`src/verilog/hpb_pkg.sv`:
```
/*
 * Constants, types and helpers shared by the hub-to-PCI bridge.
 * Assumes a 100 MHz system clock; the PCI rate is an enable pulse.
 */
package hpb_pkg;
	// ****************************************************************
	// Timing
	// ****************************************************************
	localparam int CLK_HZ  = 100_000_000;
	localparam int PCI_HZ  = 33_000_000;
	localparam int PCI_DIV = CLK_HZ / PCI_HZ;
	localparam int HUB_HZ  = 66_000_000;
	localparam int N_EXT_LARGE = 6;
	localparam int N_EXT_SMALL = 4;
	localparam logic [2:0] MED_TICKS   = 3'h2;
	localparam logic [2:0] SUB_TICKS   = 3'h4;
	localparam logic [2:0] ABORT_TICKS = 3'h5;

	// ****************************************************************
	// Register map
	// ****************************************************************
	localparam logic [7:0] REG_CTRL     = 8'h00;
	localparam logic [7:0] REG_SECBUS   = 8'h04;
	localparam logic [7:0] REG_OWN_BASE = 8'h08;
	localparam logic [7:0] REG_OWN_LIM  = 8'h0c;
	localparam logic [7:0] REG_STAT     = 8'h10;
	localparam int CTL_SUBTR   = 0;
	localparam int CTL_SERR_EN = 1;
	localparam int CTL_PERR_EN = 2;
	localparam int CTL_TO_SMI  = 3;
	localparam int STB_SERR    = 0;
	localparam int STB_PERR    = 1;
	localparam int STB_BOOT    = 2;
	localparam int STB_SHUT    = 3;
	localparam logic [3:0]  CTRL_RST     = 4'h1;
	localparam logic [7:0]  SECBUS_RST   = 8'h01;
	localparam logic [15:0] OWN_BASE_RST = 16'hffff;
	localparam logic [15:0] OWN_LIM_RST  = 16'h0000;

	// ****************************************************************
	// Bus encodings
	// ****************************************************************
	localparam logic [3:0] CMD_SPECIAL = 4'h1;
	localparam logic [3:0] CMD_IO_RD   = 4'h2;
	localparam logic [3:0] CMD_IO_WR   = 4'h3;
	localparam logic [3:0] CMD_MEM_RD  = 4'h6;
	localparam logic [3:0] CMD_MEM_WR  = 4'h7;
	localparam logic [3:0] CMD_CFG_RD  = 4'ha;
	localparam logic [3:0] CMD_CFG_WR  = 4'hb;
	localparam logic [4:0] SHUT_DEV  = 5'h1f;
	localparam logic [2:0] SHUT_FN   = 3'h7;
	localparam logic [5:0] SHUT_REG  = 6'h00;
	localparam logic [7:0] SHUT_DATA = 8'h00;
	localparam logic [15:0] SHUT_MSG = 16'h0000;
	localparam logic [7:0] HUB_BUS   = 8'h00;
	localparam logic [11:0] BOOT_HI  = 12'hfff;

	typedef enum logic [1:0] {
		HPB_IO  = 2'h0,
		HPB_MEM = 2'h1,
		HPB_CFG = 2'h2
	} hpb_hub_cmd_t;

	typedef enum logic [2:0] {
		S_IDLE = 3'h0,
		S_ARB  = 3'h1,
		S_ADDR = 3'h3,
		S_DATA = 3'h2,
		S_DONE = 3'h6
	} hpb_state_t;

	function automatic logic [31:0] hpb_idsel(input logic [3:0] dev);
		hpb_idsel = 32'h0001_0000 << dev;
	endfunction

	function automatic logic hpb_own_hit(input logic [31:0] a,
		input logic [15:0] base, input logic [15:0] lim);
		hpb_own_hit = (a[31:16] >= base) && (a[31:16] <= lim);
	endfunction

	function automatic logic [31:0] hpb_wmask(input logic [3:0] sel);
		hpb_wmask = {{8{sel[3]}}, {8{sel[2]}}, {8{sel[1]}}, {8{sel[0]}}};
	endfunction
endpackage
```
`src/verilog/hpb_arbiter.sv`:
```
/*
 * Round-robin PCI arbiter; index 0 is the bridge's own master.
 * Assumes requests are already synchronised and active high.
 */
`timescale 1ns/1ns
module hpb_arbiter #(
	parameter int N = 7
) (
	input  wire logic         clk_in,
	input  wire logic         rst_b_in,
	input  wire logic         tick_in,
	input  wire logic [N-1:0] req_in,
	output logic      [N-1:0] gnt_n_out
);
	import hpb_pkg::*;
	localparam int W = $clog2(N);
	logic [W-1:0] last_r;
	logic [W-1:0] win;
	logic         found;
	logic         held;

	always_comb begin
		win = last_r;
		found = 1'b0;
		for (int i = 1; i <= N; i++) begin
			if (!found && req_in[(int'(last_r) + i) % N]) begin
				win = W'((int'(last_r) + i) % N);
				found = 1'b1;
			end
		end
	end

	// Grant moves only once the holder lets go of its request
	assign held = |(~gnt_n_out & req_in);

	always_ff @(posedge clk_in or negedge rst_b_in) begin
		if (!rst_b_in) begin
			gnt_n_out <= '1;
			last_r <= '0;
		end else if (tick_in && !held) begin
			gnt_n_out <= found ? ~(N'(1) << win) : '1;
			if (found) begin
				last_r <= win;
			end
		end
	end

	a_gnt_one_holder: assert property (@(posedge clk_in)
		disable iff (!rst_b_in) $onehot0(~gnt_n_out))
		else $error("more than one grant active");
endmodule

```
`src/verilog/hpb_bridge.sv`:
```
/*
 * Hub-link to PCI bridge: cycle routing, claim timing, special cycle,
 * IDSEL, arbitration and error routing, with a Wishbone register slave.
 * Assumes PCI pins are resolved outside; every pin input is synchronised.
 */
`timescale 1ns/1ns
module hpb_bridge #(
	parameter bit LARGE = 1'b1,
	parameter int N_EXT = 6
) (
	input  wire logic                 clk_in,
	input  wire logic                 rst_b_in,
	input  wire logic                 wb_cyc_in,
	input  wire logic                 wb_stb_in,
	input  wire logic                 wb_we_in,
	input  wire logic [7:0]           wb_adr_in,
	input  wire logic [3:0]           wb_sel_in,
	input  wire logic [31:0]          wb_dat_in,
	output logic      [31:0]          wb_dat_out,
	output logic                      wb_ack_out,
	input  wire logic                 hub_clk_run_in,
	input  wire logic                 pci_clk_run_in,
	input  wire logic                 hub_req_in,
	input  wire hpb_pkg::hpb_hub_cmd_t hub_cmd_in,
	input  wire logic                 hub_we_in,
	input  wire logic                 hub_cpu_in,
	input  wire logic [31:0]          hub_addr_in,
	input  wire logic [31:0]          hub_data_in,
	output logic                      hub_done_out,
	output logic                      hub_local_out,
	output logic                      hub_abort_out,
	output logic      [31:0]          hub_rdata_out,
	input  wire logic                 int_serr_in,
	input  wire logic                 pci_frame_n_in,
	input  wire logic                 pci_devsel_n_in,
	input  wire logic [31:0]          pci_ad_in,
	input  wire logic                 pci_serr_n_in,
	input  wire logic                 pci_perr_n_in,
	input  wire logic [N_EXT-1:0]     pci_req_n_in,
	output logic                      pci_frame_n_out,
	output logic                      pci_frame_oe_out,
	output logic      [31:0]          pci_ad_out,
	output logic                      pci_ad_oe_out,
	output logic      [3:0]           pci_cbe_n_out,
	output logic                      pci_devsel_n_out,
	output logic                      pci_devsel_oe_out,
	output logic      [N_EXT-1:0]     pci_gnt_n_out,
	output logic                      nmi_out,
	output logic                      system_mgmt_interrupt_n_out
);
	import hpb_pkg::*;

	// ****************************************************************
	// Pin synchronisers
	// ****************************************************************
	localparam int SW = 38 + N_EXT;
	logic [SW-1:0] pin_s1_r;
	logic [SW-1:0] pin_s2_r;
	logic [31:0]   ad_s;
	logic [N_EXT-1:0] req_n_s;
	logic          frame_s;
	logic          devsel_s;
	logic          serr_s;
	logic          perr_s;
	logic          hub_run_s;
	logic          pci_run_s;

	always_ff @(posedge clk_in or negedge rst_b_in) begin
		if (!rst_b_in) begin
			pin_s1_r <= '1;
			pin_s2_r <= '1;
		end else begin
			pin_s1_r <= {pci_ad_in, pci_req_n_in, pci_frame_n_in,
				pci_devsel_n_in, pci_serr_n_in, pci_perr_n_in,
				hub_clk_run_in, pci_clk_run_in};
			pin_s2_r <= pin_s1_r;
		end
	end
	assign {ad_s, req_n_s, frame_s, devsel_s, serr_s, perr_s,
		hub_run_s, pci_run_s} = pin_s2_r;

	// ****************************************************************
	// PCI rate divider
	// ****************************************************************
	logic [1:0] div_r;
	logic       pci_tick;

	always_ff @(posedge clk_in or negedge rst_b_in) begin
		if (!rst_b_in) begin
			div_r <= 2'h0;
		end else if (pci_run_s) begin
			div_r <= (div_r == 2'(PCI_DIV - 1)) ? 2'h0 : div_r + 2'h1;
		end
	end
	assign pci_tick = pci_run_s && (div_r == 2'h0);

	// ****************************************************************
	// Registers
	// ****************************************************************
	logic [3:0]  ctrl_r;
	logic [7:0]  secbus_r;
	logic [15:0] own_base_r;
	logic [15:0] own_lim_r;
	logic [3:0]  stat_r;
	logic [3:0]  stat_set;
	logic [31:0] wmask;
	logic [31:0] rd_data;
	logic        wb_go;
	logic        wb_wr;
	logic        ack_r;

	assign wb_go = wb_cyc_in && wb_stb_in && !ack_r;
	assign wb_wr = wb_go && wb_we_in;
	assign wmask = hpb_wmask(wb_sel_in);

	always_comb begin
		case (wb_adr_in)
		REG_CTRL:     rd_data = {28'h0, ctrl_r};
		REG_SECBUS:   rd_data = {24'h0, secbus_r};
		REG_OWN_BASE: rd_data = {16'h0, own_base_r};
		REG_OWN_LIM:  rd_data = {16'h0, own_lim_r};
		REG_STAT:     rd_data = {28'h0, stat_r};
		default:      rd_data = 32'h0;
		endcase
	end

	always_ff @(posedge clk_in or negedge rst_b_in) begin
		if (!rst_b_in) begin
			ack_r <= 1'b0;
			wb_dat_out <= 32'h0;
		end else begin
			ack_r <= wb_go;
			if (wb_go) begin
				wb_dat_out <= rd_data;
			end
		end
	end
	assign wb_ack_out = ack_r;

	// All registers load their reset values on the core-power reset
	always_ff @(posedge clk_in or negedge rst_b_in) begin
		if (!rst_b_in) begin
			ctrl_r <= CTRL_RST;
			secbus_r <= SECBUS_RST;
			own_base_r <= OWN_BASE_RST;
			own_lim_r <= OWN_LIM_RST;
		end else if (wb_wr) begin
			case (wb_adr_in)
			REG_CTRL: ctrl_r <= (ctrl_r & ~wmask[3:0])
				| (wb_dat_in[3:0] & wmask[3:0]);
			REG_SECBUS: secbus_r <= (secbus_r & ~wmask[7:0])
				| (wb_dat_in[7:0] & wmask[7:0]);
			REG_OWN_BASE: own_base_r <= (own_base_r & ~wmask[15:0])
				| (wb_dat_in[15:0] & wmask[15:0]);
			REG_OWN_LIM: own_lim_r <= (own_lim_r & ~wmask[15:0])
				| (wb_dat_in[15:0] & wmask[15:0]);
			default: ctrl_r <= ctrl_r;
			endcase
		end
	end

	// Write one to clear; a fresh event in the same cycle wins
	always_ff @(posedge clk_in or negedge rst_b_in) begin
		if (!rst_b_in) begin
			stat_r <= 4'h0;
		end else begin
			stat_r <= (stat_r & ~((wb_wr && wb_adr_in == REG_STAT)
				? (wb_dat_in[3:0] & wmask[3:0]) : 4'h0)) | stat_set;
		end
	end

	// ****************************************************************
	// Error sources
	// ****************************************************************
	logic serr_d_r;
	logic perr_d_r;

	always_ff @(posedge clk_in or negedge rst_b_in) begin
		if (!rst_b_in) begin
			serr_d_r <= 1'b1;
			perr_d_r <= 1'b1;
		end else begin
			serr_d_r <= serr_s;
			perr_d_r <= perr_s;
		end
	end
	// The system error pin is only ever sampled, never driven
	assign stat_set[STB_SERR] = int_serr_in || (serr_d_r && !serr_s);
	assign stat_set[STB_PERR] = LARGE && perr_d_r && !perr_s;

	hpb_err_route #(
		.HAS_PERR(LARGE)
	) u_err (
		.clk_in     (clk_in),
		.rst_b_in   (rst_b_in),
		.serr_sts_in(stat_r[STB_SERR]),
		.perr_sts_in(stat_r[STB_PERR]),
		.serr_en_in (ctrl_r[CTL_SERR_EN]),
		.perr_en_in (ctrl_r[CTL_PERR_EN]),
		.to_smi_in  (ctrl_r[CTL_TO_SMI]),
		.nmi_out    (nmi_out),
		.smi_n_out  (system_mgmt_interrupt_n_out)
	);

	// ****************************************************************
	// Hub request classification
	// ****************************************************************
	logic [7:0]  h_bus;
	logic [4:0]  h_dev;
	logic        is_shut;
	logic        go_local;
	logic        cfg_int;
	logic        cfg_sec;
	logic        cfg_bad;
	logic [31:0] ad_nxt;
	logic [3:0]  cmd_nxt;

	assign h_bus = hub_addr_in[23:16];
	assign h_dev = hub_addr_in[15:11];
	assign is_shut = hub_cmd_in == HPB_CFG && hub_we_in && hub_cpu_in
		&& h_dev == SHUT_DEV && hub_addr_in[10:8] == SHUT_FN
		&& hub_addr_in[7:2] == SHUT_REG && hub_data_in[7:0] == SHUT_DATA
		&& h_bus == secbus_r;
	assign go_local = hub_cmd_in == HPB_IO
		&& hpb_own_hit(hub_addr_in, own_base_r, own_lim_r);
	assign cfg_int = hub_cmd_in == HPB_CFG && h_bus == HUB_BUS;
	assign cfg_sec = hub_cmd_in == HPB_CFG && h_bus == secbus_r;
	// Only sixteen IDSEL lines exist on the external bus
	assign cfg_bad = cfg_sec && h_dev[4] && !is_shut;

	always_comb begin
		if (cfg_int) begin
			ad_nxt = {16'h0, hub_addr_in[15:2], 2'b00};
		end else if (cfg_sec) begin
			ad_nxt = hpb_idsel(h_dev[3:0])
				| {21'h0, hub_addr_in[10:2], 2'b00};
		end else if (hub_cmd_in == HPB_CFG) begin
			ad_nxt = {8'h0, hub_addr_in[23:2], 2'b01};
		end else begin
			ad_nxt = hub_addr_in;
		end
		case (hub_cmd_in)
		HPB_IO:  cmd_nxt = hub_we_in ? CMD_IO_WR : CMD_IO_RD;
		HPB_MEM: cmd_nxt = hub_we_in ? CMD_MEM_WR : CMD_MEM_RD;
		HPB_CFG: cmd_nxt = hub_we_in ? CMD_CFG_WR : CMD_CFG_RD;
		default: cmd_nxt = CMD_MEM_RD;
		endcase
		if (is_shut) begin
			cmd_nxt = CMD_SPECIAL;
		end
	end

	// ****************************************************************
	// Master sequencer
	// ****************************************************************
	hpb_state_t  st_r;
	logic [31:0] mas_ad_r;
	logic [31:0] mas_dat_r;
	logic [3:0]  mas_cmd_r;
	logic        mas_we_r;
	logic        mas_shut_r;
	logic        mas_int_r;
	logic [2:0]  wait_r;
	logic        fr_n_r;
	logic        fr_oe_r;
	logic [31:0] ad_r;
	logic        ad_oe_r;
	logic [3:0]  cbe_n_r;
	logic        done_r;
	logic        local_r;
	logic        abort_r;
	logic [31:0] rdat_r;
	logic        dv_n_r;
	logic        dv_oe_r;
	logic        claimed;
	logic [N_EXT:0] gnt_n;

	assign claimed = !devsel_s || dv_oe_r;

	always_ff @(posedge clk_in or negedge rst_b_in) begin
		if (!rst_b_in) begin
			st_r <= S_IDLE;
			{mas_ad_r, mas_dat_r, mas_cmd_r} <= '0;
			{mas_we_r, mas_shut_r, mas_int_r} <= 3'h0;
			wait_r <= 3'h0;
			fr_n_r <= 1'b1;
			fr_oe_r <= 1'b0;
			ad_r <= 32'h0;
			ad_oe_r <= 1'b0;
			cbe_n_r <= 4'hf;
			{done_r, local_r, abort_r} <= 3'h0;
			rdat_r <= 32'h0;
		end else begin
			done_r <= 1'b0;
			if (hub_run_s) begin
				case (st_r)
				S_IDLE: if (hub_req_in) begin
					if (go_local || cfg_bad) begin
						st_r <= S_DONE;
						done_r <= 1'b1;
						local_r <= go_local;
						abort_r <= cfg_bad;
					end else begin
						st_r <= S_ARB;
						mas_ad_r <= ad_nxt;
						mas_dat_r <= hub_data_in;
						mas_cmd_r <= cmd_nxt;
						mas_we_r <= hub_we_in;
						mas_shut_r <= is_shut;
						mas_int_r <= cfg_int;
					end
				end
				S_ARB: if (pci_tick && !gnt_n[0]) begin
					st_r <= S_ADDR;
					fr_n_r <= 1'b0;
					fr_oe_r <= 1'b1;
					ad_r <= mas_ad_r;
					ad_oe_r <= 1'b1;
					cbe_n_r <= ~mas_cmd_r;
				end
				S_ADDR: if (pci_tick) begin
					st_r <= S_DATA;
					fr_n_r <= 1'b1;
					cbe_n_r <= 4'h0;
					ad_r <= mas_shut_r ? {16'h0, SHUT_MSG} : mas_dat_r;
					ad_oe_r <= mas_we_r;
					wait_r <= 3'h0;
				end
				S_DATA: if (pci_tick) begin
					fr_oe_r <= 1'b0;
					wait_r <= wait_r + 3'h1;
					// Special cycles have no target to answer them
					if (mas_shut_r || claimed || wait_r == ABORT_TICKS) begin
						st_r <= S_DONE;
						done_r <= 1'b1;
						local_r <= 1'b0;
						abort_r <= !mas_shut_r && !claimed;
						rdat_r <= ad_s;
						ad_oe_r <= 1'b0;
						cbe_n_r <= 4'hf;
					end
				end
				S_DONE: st_r <= S_IDLE;
				default: st_r <= S_IDLE;
				endcase
			end
		end
	end
	assign stat_set[STB_SHUT] = done_r && mas_shut_r && !local_r;

	assign hub_done_out = done_r;
	assign hub_local_out = local_r;
	assign hub_abort_out = abort_r;
	assign hub_rdata_out = rdat_r;
	assign pci_frame_n_out = fr_n_r;
	assign pci_frame_oe_out = fr_oe_r;
	assign pci_ad_out = ad_r;
	assign pci_ad_oe_out = ad_oe_r;
	assign pci_cbe_n_out = cbe_n_r;
	assign pci_gnt_n_out = gnt_n[N_EXT:1];

	hpb_arbiter #(
		.N(N_EXT + 1)
	) u_arb (
		.clk_in   (clk_in),
		.rst_b_in (rst_b_in),
		.tick_in  (pci_tick),
		.req_in   ({~req_n_s, st_r == S_ARB || st_r == S_ADDR}),
		.gnt_n_out(gnt_n)
	);

	// ****************************************************************
	// Target claim
	// ****************************************************************
	logic        frame_d_r;
	logic [2:0]  tgt_cnt_r;
	logic [31:0] tgt_addr_r;
	logic        tgt_sub_r;
	logic        tgt_hit_r;
	logic        ext_seen_r;
	logic        claim_now;

	assign claim_now = tgt_hit_r && (tgt_sub_r
		? (tgt_cnt_r == SUB_TICKS && !ext_seen_r)
		: tgt_cnt_r == MED_TICKS);

	always_ff @(posedge clk_in or negedge rst_b_in) begin
		if (!rst_b_in) begin
			frame_d_r <= 1'b1;
			tgt_cnt_r <= 3'h0;
			tgt_addr_r <= 32'h0;
			{tgt_sub_r, tgt_hit_r, ext_seen_r} <= 3'h0;
			dv_n_r <= 1'b1;
			dv_oe_r <= 1'b0;
		end else if (pci_tick) begin
			frame_d_r <= frame_s;
			dv_n_r <= !claim_now;
			dv_oe_r <= claim_now;
			if (frame_d_r && !frame_s) begin
				tgt_cnt_r <= 3'h1;
				tgt_addr_r <= ad_s;
				tgt_sub_r <= ctrl_r[CTL_SUBTR];
				tgt_hit_r <= hpb_own_hit(ad_s, own_base_r, own_lim_r)
					|| (mas_int_r && st_r != S_IDLE);
				ext_seen_r <= 1'b0;
			end else begin
				tgt_cnt_r <= (tgt_cnt_r != 3'h0 && tgt_cnt_r < ABORT_TICKS)
					? tgt_cnt_r + 3'h1 : 3'h0;
				if (tgt_cnt_r != 3'h0 && !devsel_s && !dv_oe_r) begin
					ext_seen_r <= 1'b1;
				end
			end
		end
	end
	assign pci_devsel_n_out = dv_n_r;
	assign pci_devsel_oe_out = dv_oe_r;
	// Boot code served by a card that won the claim ahead of us
	assign stat_set[STB_BOOT] = pci_tick && tgt_cnt_r == SUB_TICKS
		&& tgt_sub_r && ext_seen_r && tgt_addr_r[31:20] == BOOT_HI;

	// ****************************************************************
	// Checks
	// ****************************************************************
	a_ack_one_cycle: assert property (@(posedge clk_in)
		disable iff (!rst_b_in) wb_ack_out |=> !wb_ack_out)
		else $error("bus ack held too long");
	a_local_io_quiet: assert property (@(posedge clk_in)
		disable iff (!rst_b_in)
		(st_r == S_IDLE && hub_run_s && hub_req_in && go_local)
		|=> hub_done_out && hub_local_out && !pci_frame_oe_out)
		else $error("local io reached the pci bus");
	a_med_claim: assert property (@(posedge clk_in)
		disable iff (!rst_b_in)
		(pci_tick && claim_now && !tgt_sub_r)
		|-> tgt_cnt_r == MED_TICKS ##1 !pci_devsel_n_out)
		else $error("positive claim at wrong time");
	a_sub_claim: assert property (@(posedge clk_in)
		disable iff (!rst_b_in)
		$rose(pci_devsel_oe_out) && $past(tgt_sub_r)
		|-> $past(tgt_cnt_r) == SUB_TICKS && !$past(ext_seen_r))
		else $error("subtractive claim early or contested");
	a_shut_cmd: assert property (@(posedge clk_in)
		disable iff (!rst_b_in)
		$fell(pci_frame_n_out) && pci_cbe_n_out == ~CMD_SPECIAL
		|-> mas_shut_r)
		else $error("special cycle without shutdown match");
	a_idsel_one: assert property (@(posedge clk_in)
		disable iff (!rst_b_in)
		$fell(pci_frame_n_out) && pci_ad_out[1:0] == 2'b00
		&& !mas_int_r && mas_cmd_r[3:1] == 3'h5
		|-> $onehot(pci_ad_out[31:16]))
		else $error("idsel not one hot");
	a_boot_sticky: assert property (@(posedge clk_in)
		disable iff (!rst_b_in)
		stat_r[STB_BOOT] && !(wb_wr && wb_adr_in == REG_STAT)
		|=> stat_r[STB_BOOT])
		else $error("boot flag lost without clear");
	a_serr_sets: assert property (@(posedge clk_in)
		disable iff (!rst_b_in)
		int_serr_in |=> stat_r[STB_SERR] ##1 (nmi_out
		|| !system_mgmt_interrupt_n_out || !ctrl_r[CTL_SERR_EN]))
		else $error("system error not reported");
endmodule

```
`src/verilog/hpb_err_route.sv`:
```
/*
 * Routes sticky error status to the NMI or the system-management line.
 * Assumes status and enables come from registers on the same clock.
 */
`timescale 1ns/1ns
module hpb_err_route #(
	parameter bit HAS_PERR = 1'b1
) (
	input  wire logic clk_in,
	input  wire logic rst_b_in,
	input  wire logic serr_sts_in,
	input  wire logic perr_sts_in,
	input  wire logic serr_en_in,
	input  wire logic perr_en_in,
	input  wire logic to_smi_in,
	output logic      nmi_out,
	output logic      smi_n_out
);
	logic cause;

	// Parity reporting exists only on the larger variant
	assign cause = (serr_sts_in && serr_en_in) ||
		(HAS_PERR && perr_sts_in && perr_en_in);

	always_ff @(posedge clk_in or negedge rst_b_in) begin
		if (!rst_b_in) begin
			nmi_out <= 1'b0;
			smi_n_out <= 1'b1;
		end else begin
			nmi_out <= cause && !to_smi_in;
			smi_n_out <= !(cause && to_smi_in);
		end
	end

	a_nmi_smi_excl: assert property (@(posedge clk_in)
		disable iff (!rst_b_in) !(nmi_out && !smi_n_out))
		else $error("nmi and smi raised together");
	a_smi_follows: assert property (@(posedge clk_in)
		disable iff (!rst_b_in)
		(cause && to_smi_in) |=> !smi_n_out && !nmi_out)
		else $error("rerouted event did not reach smi");
endmodule

```
`config.mk`:
```
export PLATFORM = sky130hd
export DESIGN_NAME = hpb_bridge
export DESIGN_NICKNAME = d
export VERILOG_FILES = /design/src/verilog/hpb_pkg.sv /design/src/verilog/hpb_arbiter.sv /design/src/verilog/hpb_bridge.sv /design/src/verilog/hpb_err_route.sv
export SDC_FILE = /design/constraint.sdc
export NUM_CORES = 1
export LEC_CHECK = 0
export BUFFER_PORTS_ARGS = -buffer_cell sky130_fd_sc_hd__clkbuf_2
export CORE_UTILIZATION = 30
export DETAILED_ROUTE_END_ITERATION = 16
export PLACE_DENSITY = 0.58
export RECOVER_POWER = 50
export SLEW_MARGIN = 10
export SYNTH_ARGS = -nofsm -noshare
export SYNTH_HDL_FRONTEND = slang
export SYNTH_SLANG_ARGS = --single-unit
```
`constraint.sdc`:
```
create_clock -name clk_in -period 5.6 [get_ports clk_in]
set_input_delay 0.56 -clock clk_in [delete_from_list [all_inputs] [get_ports clk_in]]
set_output_delay 0.56 -clock clk_in [all_outputs]
set_load 0.05 [all_outputs]
```
After elaboration in Yosys (flattened, before gate mapping)
Index checks and enable logic that the tools add are counted. Widths: inputs -> output; s select.

Register bits after elaboration: 377. Latch bits: 0. Memory bits (writable): 0. Memory bits (read-only): 0. Bits of input ports: 163. Output and inout port bits: 117. Logic and storage cells: 322. Memories kept: 0.

Add/sub/neg operators: 10. Multipliers: 0. Divide/modulo/power cells: 7. Magnitude comparators: 12. Eq/ne operators: 23. Shifts and indexed selects: 2. Muxes and demuxes: 95. Bitwise logic cells: 24. Reduce and logical (&&, ||, !) cells: 108.

Operators with widths (count): $lt 32x5->1 const B (7); $mod 32x4->32 const B (7); $mux 32 (6); $pmux 16 s5 (1); $pmux 32 s2 (1); $mux 3 (17); $and 16x16->16 (3); $logic_and 1x1->1 (47); $mux 1 (45); $ge 16x16->1 (2); $le 16x16->1 (2); $or 16x16->16 (2); $or 32x11->32 (1); $shl 17x4->32 const A (1); $logic_not 8->1 (3); $mux 4 (6); $pmux 4 s3 (2); $logic_not 1->1 (22); $bmux 1 s3 (7); $reduce_and 4->1 (5); $reduce_and 6->1 (3); $add 3x3->4 const B (4); $and 8x8->8 (2); $eq 8x4->1 const B (2); other kinds (41) (83).

Logic depth before layout (Yosys ltp)
Gate-level depths: netlist (run 1).

Depth in word-level cells: 27. Gate-level depth with buffers: 23. Mapped depth without buffers: 20.

By module
From an unflattened synthesis (run 1), not the netlist that was laid out.

Cell total of the unflattened synthesis: 1587. Area, all modules: 17556.8 um2.

By module, submodules not included: hpb_bridge (instances 1, cells an instance 1240, area an instance 14692.8 um2, sequential area each 8376.8 um2); hpb_arbiter (instances 1, cells an instance 342, area an instance 2786.4 um2, sequential area each 259.0 um2); hpb_err_route (instances 1, cells an instance 5, area an instance 77.6 um2, sequential area each 51.3 um2).

Worst setup path before layout (run 1)
OpenSTA, ideal clock, no wires.

Path type: reg2reg. Start point: reg u_arb.last_r[0]. End point: reg u_arb.gnt_n_out[2]. Library setup time: 0.083 ns. Data arrival time: 5.002 ns. Required time: 5.517 ns. Path slack: 0.515 ns. Cell stages (with the launch flop): 24. Buffers on the path: 4. Period minus slack after synthesis: 5.085 ns. Path through: dfrtp_1 > buf_4 > inv_1 > clkbuf_1 > ha_1 > xor2_1 > buf_4 > ha_1 > ha_1 > clkbuf_1 > a31oi_1 > xnor2_1 > ha_1 > nand2_1 > and4_1 > nor2_1 > a21oi_1 > or3_1 > a32oi_1 > or3_1 > nand4_1 > a21oi_4 > nand2_2 > o32a_1.

Longest elaborated chain between the ends: 27. Elaborated cells between the ends (all ways): 64. Classes of those cells: add/sub: 7; div: 7; shift: 1; mux: 36; bitwise: 1; reduce/logical: 12.

Ends and longest elaborated chain: start: declaration (line hpb_arbiter.sv:17) `logic [W-1:0] last_r;`; start signal: assignment (line hpb_arbiter.sv:43) `last_r <= win;`; $add 3x1->4 (line hpb_arbiter.sv:26, hpb_arbiter.sv:27); $mod 32x4->32 (line hpb_arbiter.sv:26, hpb_arbiter.sv:27); $bmux 1 s3 (line hpb_arbiter.sv:26) `if (!found && req_in[(int'(last_r) + i) % N]) begin`; $mux 1 (implied by the code) (2 in series) (line hpb_arbiter.sv:26); $mux 1 (line hpb_arbiter.sv:26); $logic_not 1->1 (line hpb_arbiter.sv:26); $logic_and 1x1->1 (line hpb_arbiter.sv:26); $mux 1 (line hpb_arbiter.sv:26); (+10 left out); $logic_and 1x1->1 (line hpb_arbiter.sv:26); $mux 1 (line hpb_arbiter.sv:26); $logic_not 1->1 (line hpb_arbiter.sv:26); $logic_and 1x1->1 (line hpb_arbiter.sv:26); $mux 3 (line hpb_arbiter.sv:26); $shl 1x3->7 (line hpb_arbiter.sv:41) `gnt_n_out <= found ? ~(N'(1) << win) : '1;`; $not 7->7 (line hpb_arbiter.sv:41); $mux 7 * (line hpb_arbiter.sv:41); end signal: assignment (line hpb_arbiter.sv:41); end: declaration (line hpb_arbiter.sv:13) `output logic [N-1:0] gnt_n_out`.

Mark *: on every way between the ends. The rest lies on a longest branch, timed or not. The select of a mux whose other input is x is not followed. A chain may end at the register's enable or synchronous reset.

Final worst setup path (run 1)
Start point: reg u_arb.last_r[0]. End point: reg u_arb.gnt_n_out[3].

The elaborated chain is that of the path after synthesis.

==> results of run 1 <==
## area by class of cell
| class | count | area, um^2 | area share [%] |
|---|---|---|---|
| clock inverter | 18 | 169 | 0.804 |
| tap | 765 | 957 | 4.56 |
| sequential | 341 | 8690 | 41.4 |
| timing repair buffer | 276 | 1460 | 6.96 |
| antenna | 3 | 7.51 | 0.0357 |
| multi-input combinational | 1109 | 8290 | 39.5 |
| clock buffer | 55 | 1140 | 5.42 |
| inverter | 76 | 287 | 1.36 |
## power by group
part / switching (mW) / total [mW] / internal, mW
clock network: 1.10 / 2.58 / 1.49
registers: 0.376 / 3.48 / 3.11
logic: 2.73 / 4.32 / 1.59
## metrics by stage
stage	hold WS (ns)	worst slack, ns	instances	power [mW]	util (%)
after floorplan	0.264	0.515	1615	6.57	-
after global placement	0.346	0.575	2567	7.73	34.0
after detailed placement	0.347	0.482	2567	7.82	34.0
after CTS	0.0326	0.431	2640	10.5	36.3
after global routing	0.0355	0.0653	2640	11.0	36.2
final	0.0637	0.432	2643	10.4	36.3
## path summary, 6_finish.rpt
| check | from | slack, ns | end | cells after the start |
|---|---|---|---|---|
| max in group asynchronous | rst_b_in | 1.49 | stat_r[0]$_DFF_PN0_ | 2 |
| max reg2reg | u_arb.last_r[0]$_DFFE_PN0P_ | 0.43 | u_arb.gnt_n_out[3]$_DFFE_PN1P_ | 19 |
| min reg2reg | pin_s1_r[31]$_DFF_PN1_ | 0.35 | pin_s2_r[31]$_DFF_PN1_ | 0 |
| min in group asynchronous | rst_b_in | 1.03 | hub_rdata_out[3]$_DFFE_PN0P_ | 1 |
| min | pci_ad_in[17] | 0.06 | pin_s1_r[29]$_DFF_PN1_ | 1 |
| max | u_arb.last_r[0]$_DFFE_PN0P_ | 0.43 | u_arb.gnt_n_out[3]$_DFFE_PN1P_ | 19 |
## Yosys cell counts, types with 26 or more instances
library cell  count
a21o_1           36
a21oi_1          81
buf_4            27
clkbuf_1         51
dfrtp_1         218
dfstp_2         123
ha_1             95
inv_1            71
mux2_2          155
mux2i_1          36
nand2_1         135
nand4_1          26
nor2_1           75
nor3b_1          45
o21ai_0          78
## per-layer routing
| metal | vias up | global-route usage [%] |
|---|---|---|
| li1 | 6292 | - |
| met2 | 369 | 28.5 |
| met3 | 80 | 4.19 |
| met1 | 6703 | 21.0 |
| met5 | - | 0 |
| met4 | 6 | 4.82 |
## critical path: stages, from the launching register on
cell	delay (ns)
dfrtp_1	0.65
inv_1	0.12
ha_1	0.48
inv_1	0.16
ha_1	0.21
ha_1	0.24
a31oi_2	0.18
xnor2_1	0.18
clkinv_2	0.12
ha_1	0.24
o211ai_1	0.16
a21o_1	0.20
o211ai_1	0.09
a22oi_1	0.46
a211oi_2	0.15
a211oi_1	0.27
o21ai_0	0.13
a221oi_2	0.40
o32ai_1	0.26
o32a_1	0.33
## timing repair
item / in CTS / in global routing
gates resized for setup: 0 / 1
hold buffers: 0 / 0
setup endpoints to repair: 0 / 2
## cells by family after synthesis
family,Yosys count
xor gates and xnor gates,19
AOI/OAI and AO/OA,368
adders and majority gates,95
muxes,194
DFF,341
buffers and inverters,165
other,1
and+or+nand+nor,417
==> flow_summary.json, run 1 <==
{
  "fin_skew_ns": 0.0344,
  "area.growth.synth_to_final_pct": 19.1,
  "synth_xor_area_share_pct": 1.09,
  "power.density_nw_per_um2": 494,
  "post-route-period-util_pct": 92.3,
  "nFillCells": 5819,
  "drt-initial-drc-count": 876,
  "crit_required_ns": 6.09,
  "final_common_cell": "clkbuf_2",
  "syn_inst": 1600,
  "final_area_um2": 21000,
  "violations": "capacitance limit, slew limit",
  "ys_seq_area_share_pct": 49.3,
  "p_leak_nw": 9.47,
  "grt_pass1_vias": 13600,
  "critPathMaxFanout": 13,
  "synth_top_family_by_area": "compound AO/OA/AOI/OAI gates",
  "grt_max_degree": 131,
  "num_io_pins": 280,
  "synthSimpleGateAreaFrac_pct": 12.0,
  "synthFlopType": "dfrtp_1",
  "grt_setup_unrepaired": "no",
  "yosys.area.top_type_share_pct": 30.9,
  "port_buffers": 245,
  "hpwl_um": 37200,
  "drive_gt1_share_pct": 34.7,
  "fp-row-count": 88,
  "synth_edf_count": 0,
  "status": "complete, but fails checks",
  "gr-usage-all-layers_pct": 16.8,
  "wire_per_inst_um": 19.0,
  "peakVddDrop_v": 0.000362,
  "fmax_ghz": 0.194,
  "wl_met3_um": 3610,
  "finalHoldViolCount": 0,
  "die_w_um": 244,
  "ant_nets": 0,
  "cts.clk_slew.worst_paths_ns": 0.07,
  "antenna_found_initial": 6,
  "routed_via_density": 5.09,
  "wl_met2_um": 25100,
  "die_h_um": 244,
  "initial_core_util_pct": 30.4,
  "fin_crit_ns": 5.17,
  "crit_path_start_kind": "flop",
  "syn_avg_cell_area_um2": 11.0,
  "fp.dieArea_um2": 59700,
  "cts_inserted_buffers": 40,
  "tightest_slew_ns": 3.32,
  "gp_congestion": 0.875,
  "ys_ff_latch": 341,
  "ys_warn_count": 0,
  "wirelength_um": 50200,
  "synth_adder_area_share_pct": 6.74,
  "fin_nets": 2102,
  "maxSlewViolCount": 131,
  "final_cell_mix": "clkbuf_2 (244), dfrtp_1 (218), mux2_2 (155)",
  "worstSkewPairLatency_ns": 0.58,
  "postCtsSetupBuffers": 0,
  "async_flop_share_pct": 100,
  "clockBufferDepth": 3,
  "worstPathArrival_ns": 5.65,
  "drv_cap": 1,
  "vias": 13500,
  "min_path_type": "in2reg",
  "synth.area.top_cells": "dfrtp_1 (31%), dfstp_2 (18%), mux2_2 (9.9%)",
  "cts.sinks": 341,
  "htree_levels": 2,
  "drcViolationCount": 0,
  "critPathCaptureType": "flop",
  "m1WireLength_um": 20500,
  "cts_tree": "built",
  "synth_area_um2": 17600,
  "yosys.area.top_type": "dfrtp_1",
  "grt.overflow.total": 0,
  "synth_mux_area_share_pct": 12.3,
  "grt_pass1_wl_um": 78600,
  "firstDrtPassIters": 12,
  "coreArea_um2": 57900,
  "top_layer_used": "met5",
  "dpl-instance-area_um2": 19700,
  "fin_tns_setup_ns": 0,
  "path_class": "reg2reg",
  "setup_viol": 0,
  "max-slew-margin-rel_pct": -121,
  "ys_types": 96,
  "synth_compound_area_share_pct": 14.4,
  "root_buffer": "clkbuf_16"
}
(Power assumes the default switching activity.)
==> inputs of run 2 (changes only) <==
Settings changed: GPL_TIMING_DRIVEN set to 0.
==> flow_summary.json, run 2 (synthesis results as in run 1) <==
{
  "post-route-period-util_pct": 95.4,
  "htree_levels": 2,
  "routed_via_density": 5.09,
  "critPathMaxFanout": 10,
  "cts_inserted_buffers": 41,
  "peakVddDrop_v": 0.000368,
  "r2r-start": "u_arb.last_r[1]$_DFFE_PN0P_",
  "cts_tree": "built",
  "setup_viol": 0,
  "gp_congestion": 0.935,
  "hp-start": "pci_ad_in[9]",
  "cp_top_family": "compound AO/OA/AOI/OAI gates",
  "r2r_end": "u_arb.gnt_n_out[2]$_DFFE_PN1P_",
  "grt_max_degree": 107,
  "power.density_nw_per_um2": 494,
  "grt_pass1_wl_um": 80800,
  "drcViolationCount": 0,
  "fin_crit_ns": 5.34,
  "finalHoldViolCount": 0,
  "wire_per_inst_um": 19.3,
  "nFillCells": 5890,
  "vias": 13800,
  "grt.overflow.total": 0,
  "cts.clk_slew.worst_paths_ns": 0.06,
  "critPathCaptureType": "flop",
  "firstDrtPassIters": 6,
  "worstSkewPairLatency_ns": 0.57,
  "max_stage_delay_ns": 0.48,
  "fin_skew_ns": 0.0209,
  "p_leak_nw": 9.37,
  "worstHoldPathCells": 1,
  "clockBufferDepth": 3,
  "fp-row-count": 88,
  "crit_top_cell": "ha_1",
  "ant_nets": 0,
  "coreArea_um2": 57900,
  "path_depth": 21,
  "multiInputGateArea_um2": 8370,
  "worstPathArrival_ns": 5.82,
  "grt_pass1_vias": 14000,
  "critPathBufInv": 5,
  "fin_nets": 2169,
  "violations": "capacitance limit, slew limit",
  "path_class": "reg2reg",
  "initial_core_util_pct": 30.4,
  "p_total_mw": 10.6,
  "die_w_um": 244,
  "cts.sinks": 341,
  "drt-initial-drc-count": 819,
  "gr-usage-all-layers_pct": 17.3,
  "fp.dieArea_um2": 59700,
  "reg2reg_depth": 21,
  "wirelength_um": 52200,
  "max-slew-margin-rel_pct": -166,
  "hpwl_um": 39700,
  "min_path_type": "in2reg",
  "critical_path.cell_chain": "buf_6, inv_1, ha_4, buf_6, clkinvlp_4, ha_1, ha_1, a31oi_2, xnor2_1, clkinv_2, ha_1, o211ai_1, nand2_1, o21ai_2, mux2_4, a211o_1, a311o_1, o2bb2ai_1, a21oi_4, nand2_2, o32a_1",
  "port_buffers": 241,
  "final_common_cell": "dfrtp_1",
  "min_to": "pin_s1_r[21]$_DFF_PN1_",
  "reg2reg_slack_ns": 0.26,
  "cpMaxStageDelayCell": "dfrtp_2",
  "area.growth.synth_to_final_pct": 21.5,
  "crit_required_ns": 6.08,
  "drive_gt1_share_pct": 30.3,
  "fin_cells": 2711,
  "crit_start": "u_arb.last_r[1]$_DFFE_PN0P_",
  "tightest_slew_ns": 3.99,
  "drv_cap": 1,
  "fmax_ghz": 0.187,
  "final-seq-area_um2": 8690,
  "crit_path_start_kind": "flop",
  "die_h_um": 244,
  "final_cell_mix": "dfrtp_1 (215), mux2_2 (155), clkbuf_1 (154)",
  "placed_cells": 2625,
  "maxSlewViolCount": 74,
  "root_buffer": "clkbuf_16",
  "status": "complete, but fails checks",
  "num_io_pins": 280,
  "antenna_found_initial": 8
}
## run 2: cell types whose count changed in the layout (fill, tap and decap cells not counted), sizes merged
cell,previous run,this run
clkinv,17,11
inv,76,74
clkbuf,303,351
buf,28,51
bufinv,1,4
diode,3,2
dlygate4sd3,0,1
clkinvlp,0,2
## run 2: how the worst max path moves through the flow
stage                                endpoint
2_1_floorplan  u_arb.gnt_n_out[2]$_DFFE_PN1P_
3_3_place_gp          u_err.nmi_out$_DFF_PN0_
3_5_place_dp   u_arb.gnt_n_out[4]$_DFFE_PN1P_
4_1_cts        u_arb.gnt_n_out[1]$_DFFE_PN1P_
5_1_grt        u_arb.gnt_n_out[2]$_DFFE_PN1P_
6_report       u_arb.gnt_n_out[2]$_DFFE_PN1P_
## run 2: final cells by class
cell class	count	area share [%]
diodes	2	0.0234
clock buffers	61	5.42
flip-flops and latches	341	40.6
inverters	76	1.37
repair buffers	254	5.86
well taps	765	4.47
clock inverters	15	1.07
plain buffers	88	2.15
multi-input cells	1109	39.1
## run 2: timing repair
item / in CTS / in global routing
setup buffers: 1 / 7
gates cloned: 0 / 0
endpoints found under the hold margin: 11 / 0
hold buffers: 1 / 0
endpoints found under the setup margin: 10 / 10
pin swaps: 0 / 4
resized for setup: 9 / 20
## run 2: through the flow
step	instance area [um^2]	utilization, %	TNS [ns]	hold WS [ns]	setup slack [ns]
floorplan	17700	-	0	0.264	0.515
global placement	19800	34.3	-817.61	0.345	-3.31
detailed placement	20000	34.5	-7.85	0.347	-0.916
CTS	21400	36.9	-0.210	0.0281	-0.0581
global route	21400	37.0	-0.0164	0.0363	-0.00929
finish	21400	37.0	0	0.0711	0.258
## run 2: per-layer routing
layer / routed length (um) / track usage [%] / part of all wire (%)
met5: 78 / 0 / 0.15
met4: 1410 / 5.68 / 2.7
met3: 3500 / 4.54 / 6.7
met2: 25600 / 29.2 / 49
met1: 21600 / 21.5 / 41
## run 2: power breakdown
part	switching (mW)	internal (mW)
Sequential	0.381	3.11
Clock	1.10	1.64
Combinational	2.80	1.56
Total	4.27	6.31
==> inputs of run 3 (changes only) <==
Settings changed: RECOVER_POWER 50 to 100.
==> flow_summary.json, run 3 (synthesis results as in run 1) <==
{
  "cts.sinks": 341,
  "fp-row-count": 88,
  "p_leak_nw": 9.31,
  "grt_max_degree": 107,
  "grt_pass1_vias": 14000,
  "cp_top_family": "compound AO/OA/AOI/OAI gates",
  "max_stage_delay_ns": 0.42,
  "p_total_mw": 10.6,
  "crit_top_cell": "ha_1",
  "grt.overflow.total": 0,
  "clockBufferDepth": 3,
  "fmax_ghz": 0.187,
  "gr-usage-all-layers_pct": 17.3,
  "maxSlewViolCount": 74,
  "wire_per_inst_um": 19.3,
  "critPathCaptureType": "flop",
  "critPathBufInv": 6,
  "worstPathArrival_ns": 5.81,
  "post-route-period-util_pct": 95.3,
  "routed_via_density": 5.08,
  "fin_crit_ns": 5.34,
  "final_cell_mix": "dfrtp_1 (215), clkbuf_1 (168), mux2_2 (155)",
  "peakVddDrop_v": 0.000368,
  "path_class": "reg2reg",
  "violations": "capacitance limit, slew limit",
  "setup_viol": 0,
  "tightest_slew_ns": 4.00,
  "status": "complete, but fails checks",
  "fp.dieArea_um2": 59700,
  "critical_path.cell_chain": "buf_6, clkinvlp_4, buf_4, ha_4, buf_6, clkinvlp_4, ha_1, ha_1, a31oi_2, xnor2_1, clkinv_2, ha_1, o211ai_1, nand2_1, o21ai_2, mux2_4, a211o_1, a311o_1, o2bb2ai_1, a21oi_4, nand2_2, o32a_1",
  "cts.clk_slew.worst_paths_ns": 0.07,
  "area.growth.synth_to_final_pct": 21.3,
  "reg2reg_slack_ns": 0.26,
  "fin_tns_setup_ns": 0,
  "max-slew-margin-rel_pct": -167,
  "die_w_um": 244,
  "num_io_pins": 280,
  "cts_inserted_buffers": 41,
  "root_buffer": "clkbuf_16",
  "firstDrtPassIters": 7,
  "finalHoldViolCount": 0,
  "cts_tree": "built",
  "initial_core_util_pct": 30.4,
  "nFillCells": 5897,
  "min_path_type": "in2reg",
  "worstSkewPairLatency_ns": 0.57,
  "crit_start": "u_arb.last_r[0]$_DFFE_PN0P_",
  "wirelength_um": 52300,
  "dpl-instance-area_um2": 20000,
  "drive_gt1_share_pct": 29.4,
  "drv_cap": 1,
  "cpMaxStageDelayCell": "dfrtp_2",
  "final_area_um2": 21400,
  "grt_pass1_wl_um": 80800,
  "coreArea_um2": 57900,
  "crit_required_ns": 6.08,
  "gp_congestion": 0.935,
  "vias": 13800,
  "critPathMaxFanout": 11,
  "htree_levels": 2,
  "hpwl_um": 39700,
  "die_h_um": 244,
  "ant_nets": 0,
  "drcViolationCount": 0,
  "fin_nets": 2169,
  "final_common_cell": "dfrtp_1",
  "antenna_found_initial": 8,
  "port_buffers": 241,
  "r2r-start": "u_arb.last_r[0]$_DFFE_PN0P_",
  "power.density_nw_per_um2": 495,
  "fin_skew_ns": 0.0211,
  "crit_path_start_kind": "flop",
  "hp-start": "pci_ad_in[9]",
  "drt-initial-drc-count": 821
}
[run 3: cell count changes in the layout (fill, tap and decap cells not counted), sizes merged]
| cell | change |
|---|---|
| buf | -2 |
| clkbuf | +2 |
[run 3: final timing paths]
check                      cells past startpoint                              to
setup / recovery                              22  u_arb.gnt_n_out[2]$_DFFE_PN1P_
hold / removal                                 1          pin_s1_r[21]$_DFF_PN1_
setup reg to reg                              22  u_arb.gnt_n_out[2]$_DFFE_PN1P_
hold reg to reg                                0           pin_s2_r[6]$_DFF_PN1_
max in group asynchronous                      4         u_err.nmi_out$_DFF_PN0_
min in group asynchronous                      2    hub_rdata_out[7]$_DFFE_PN0P_
[run 3: timing repair]
item                                   CTS  global route
endpoints found under the hold margin   11             0
pin swaps                                0             4
setup endpoints to repair               10            10
setup buffers                            1             7
gates resized for setup                  9            20
hold buffers                             1             0
cloned                                   0             0
[run 3: report_power, final]
| group | internal, mW | leakage, nW | switching (mW) |
|---|---|---|---|
| Sequential | 3.11 | 4.07 | 0.380 |
| Clock | 1.64 | 0.681 | 1.10 |
| Combinational | 1.55 | 4.56 | 2.80 |
[run 3: routing by layer]
| layer | global-route usage (%) | vias to the layer above | share of wire [%] |
|---|---|---|---|
| met4 | 5.68 | 12 | 2.9 |
| met2 | 29.2 | 379 | 49 |
| met5 | 0 | - | 0.15 |
| met1 | 21.5 | 6903 | 42 |
| met3 | 4.54 | 100 | 6.6 |
| li1 | - | 6390 | - |
[run 3: stage by stage]
stage,setup WS (ns),hold slack [ns],std cells,utilization [%]
floorplan,0.515,0.264,1615,-
global placement,-3.31,0.345,2621,34.3
detailed placement,-0.916,0.347,2625,34.5
CTS,-0.0581,0.0281,2702,36.9
global route,-0.00928,0.0363,2709,36.9
finish,0.263,0.0702,2711,36.9
[run 3: layout make-up]
type	count	area (um^2)	share of cell area (%)
sequential	341	8690	40.7
multi-input combinational	1109	8360	39.1
timing repair buffer	254	1220	5.70
clock buffer	61	1160	5.43
tap	765	957	4.48
buffer	88	460	2.15
inverter	76	294	1.38
clock inverter	15	230	1.08
antenna	2	5.00	0.0234
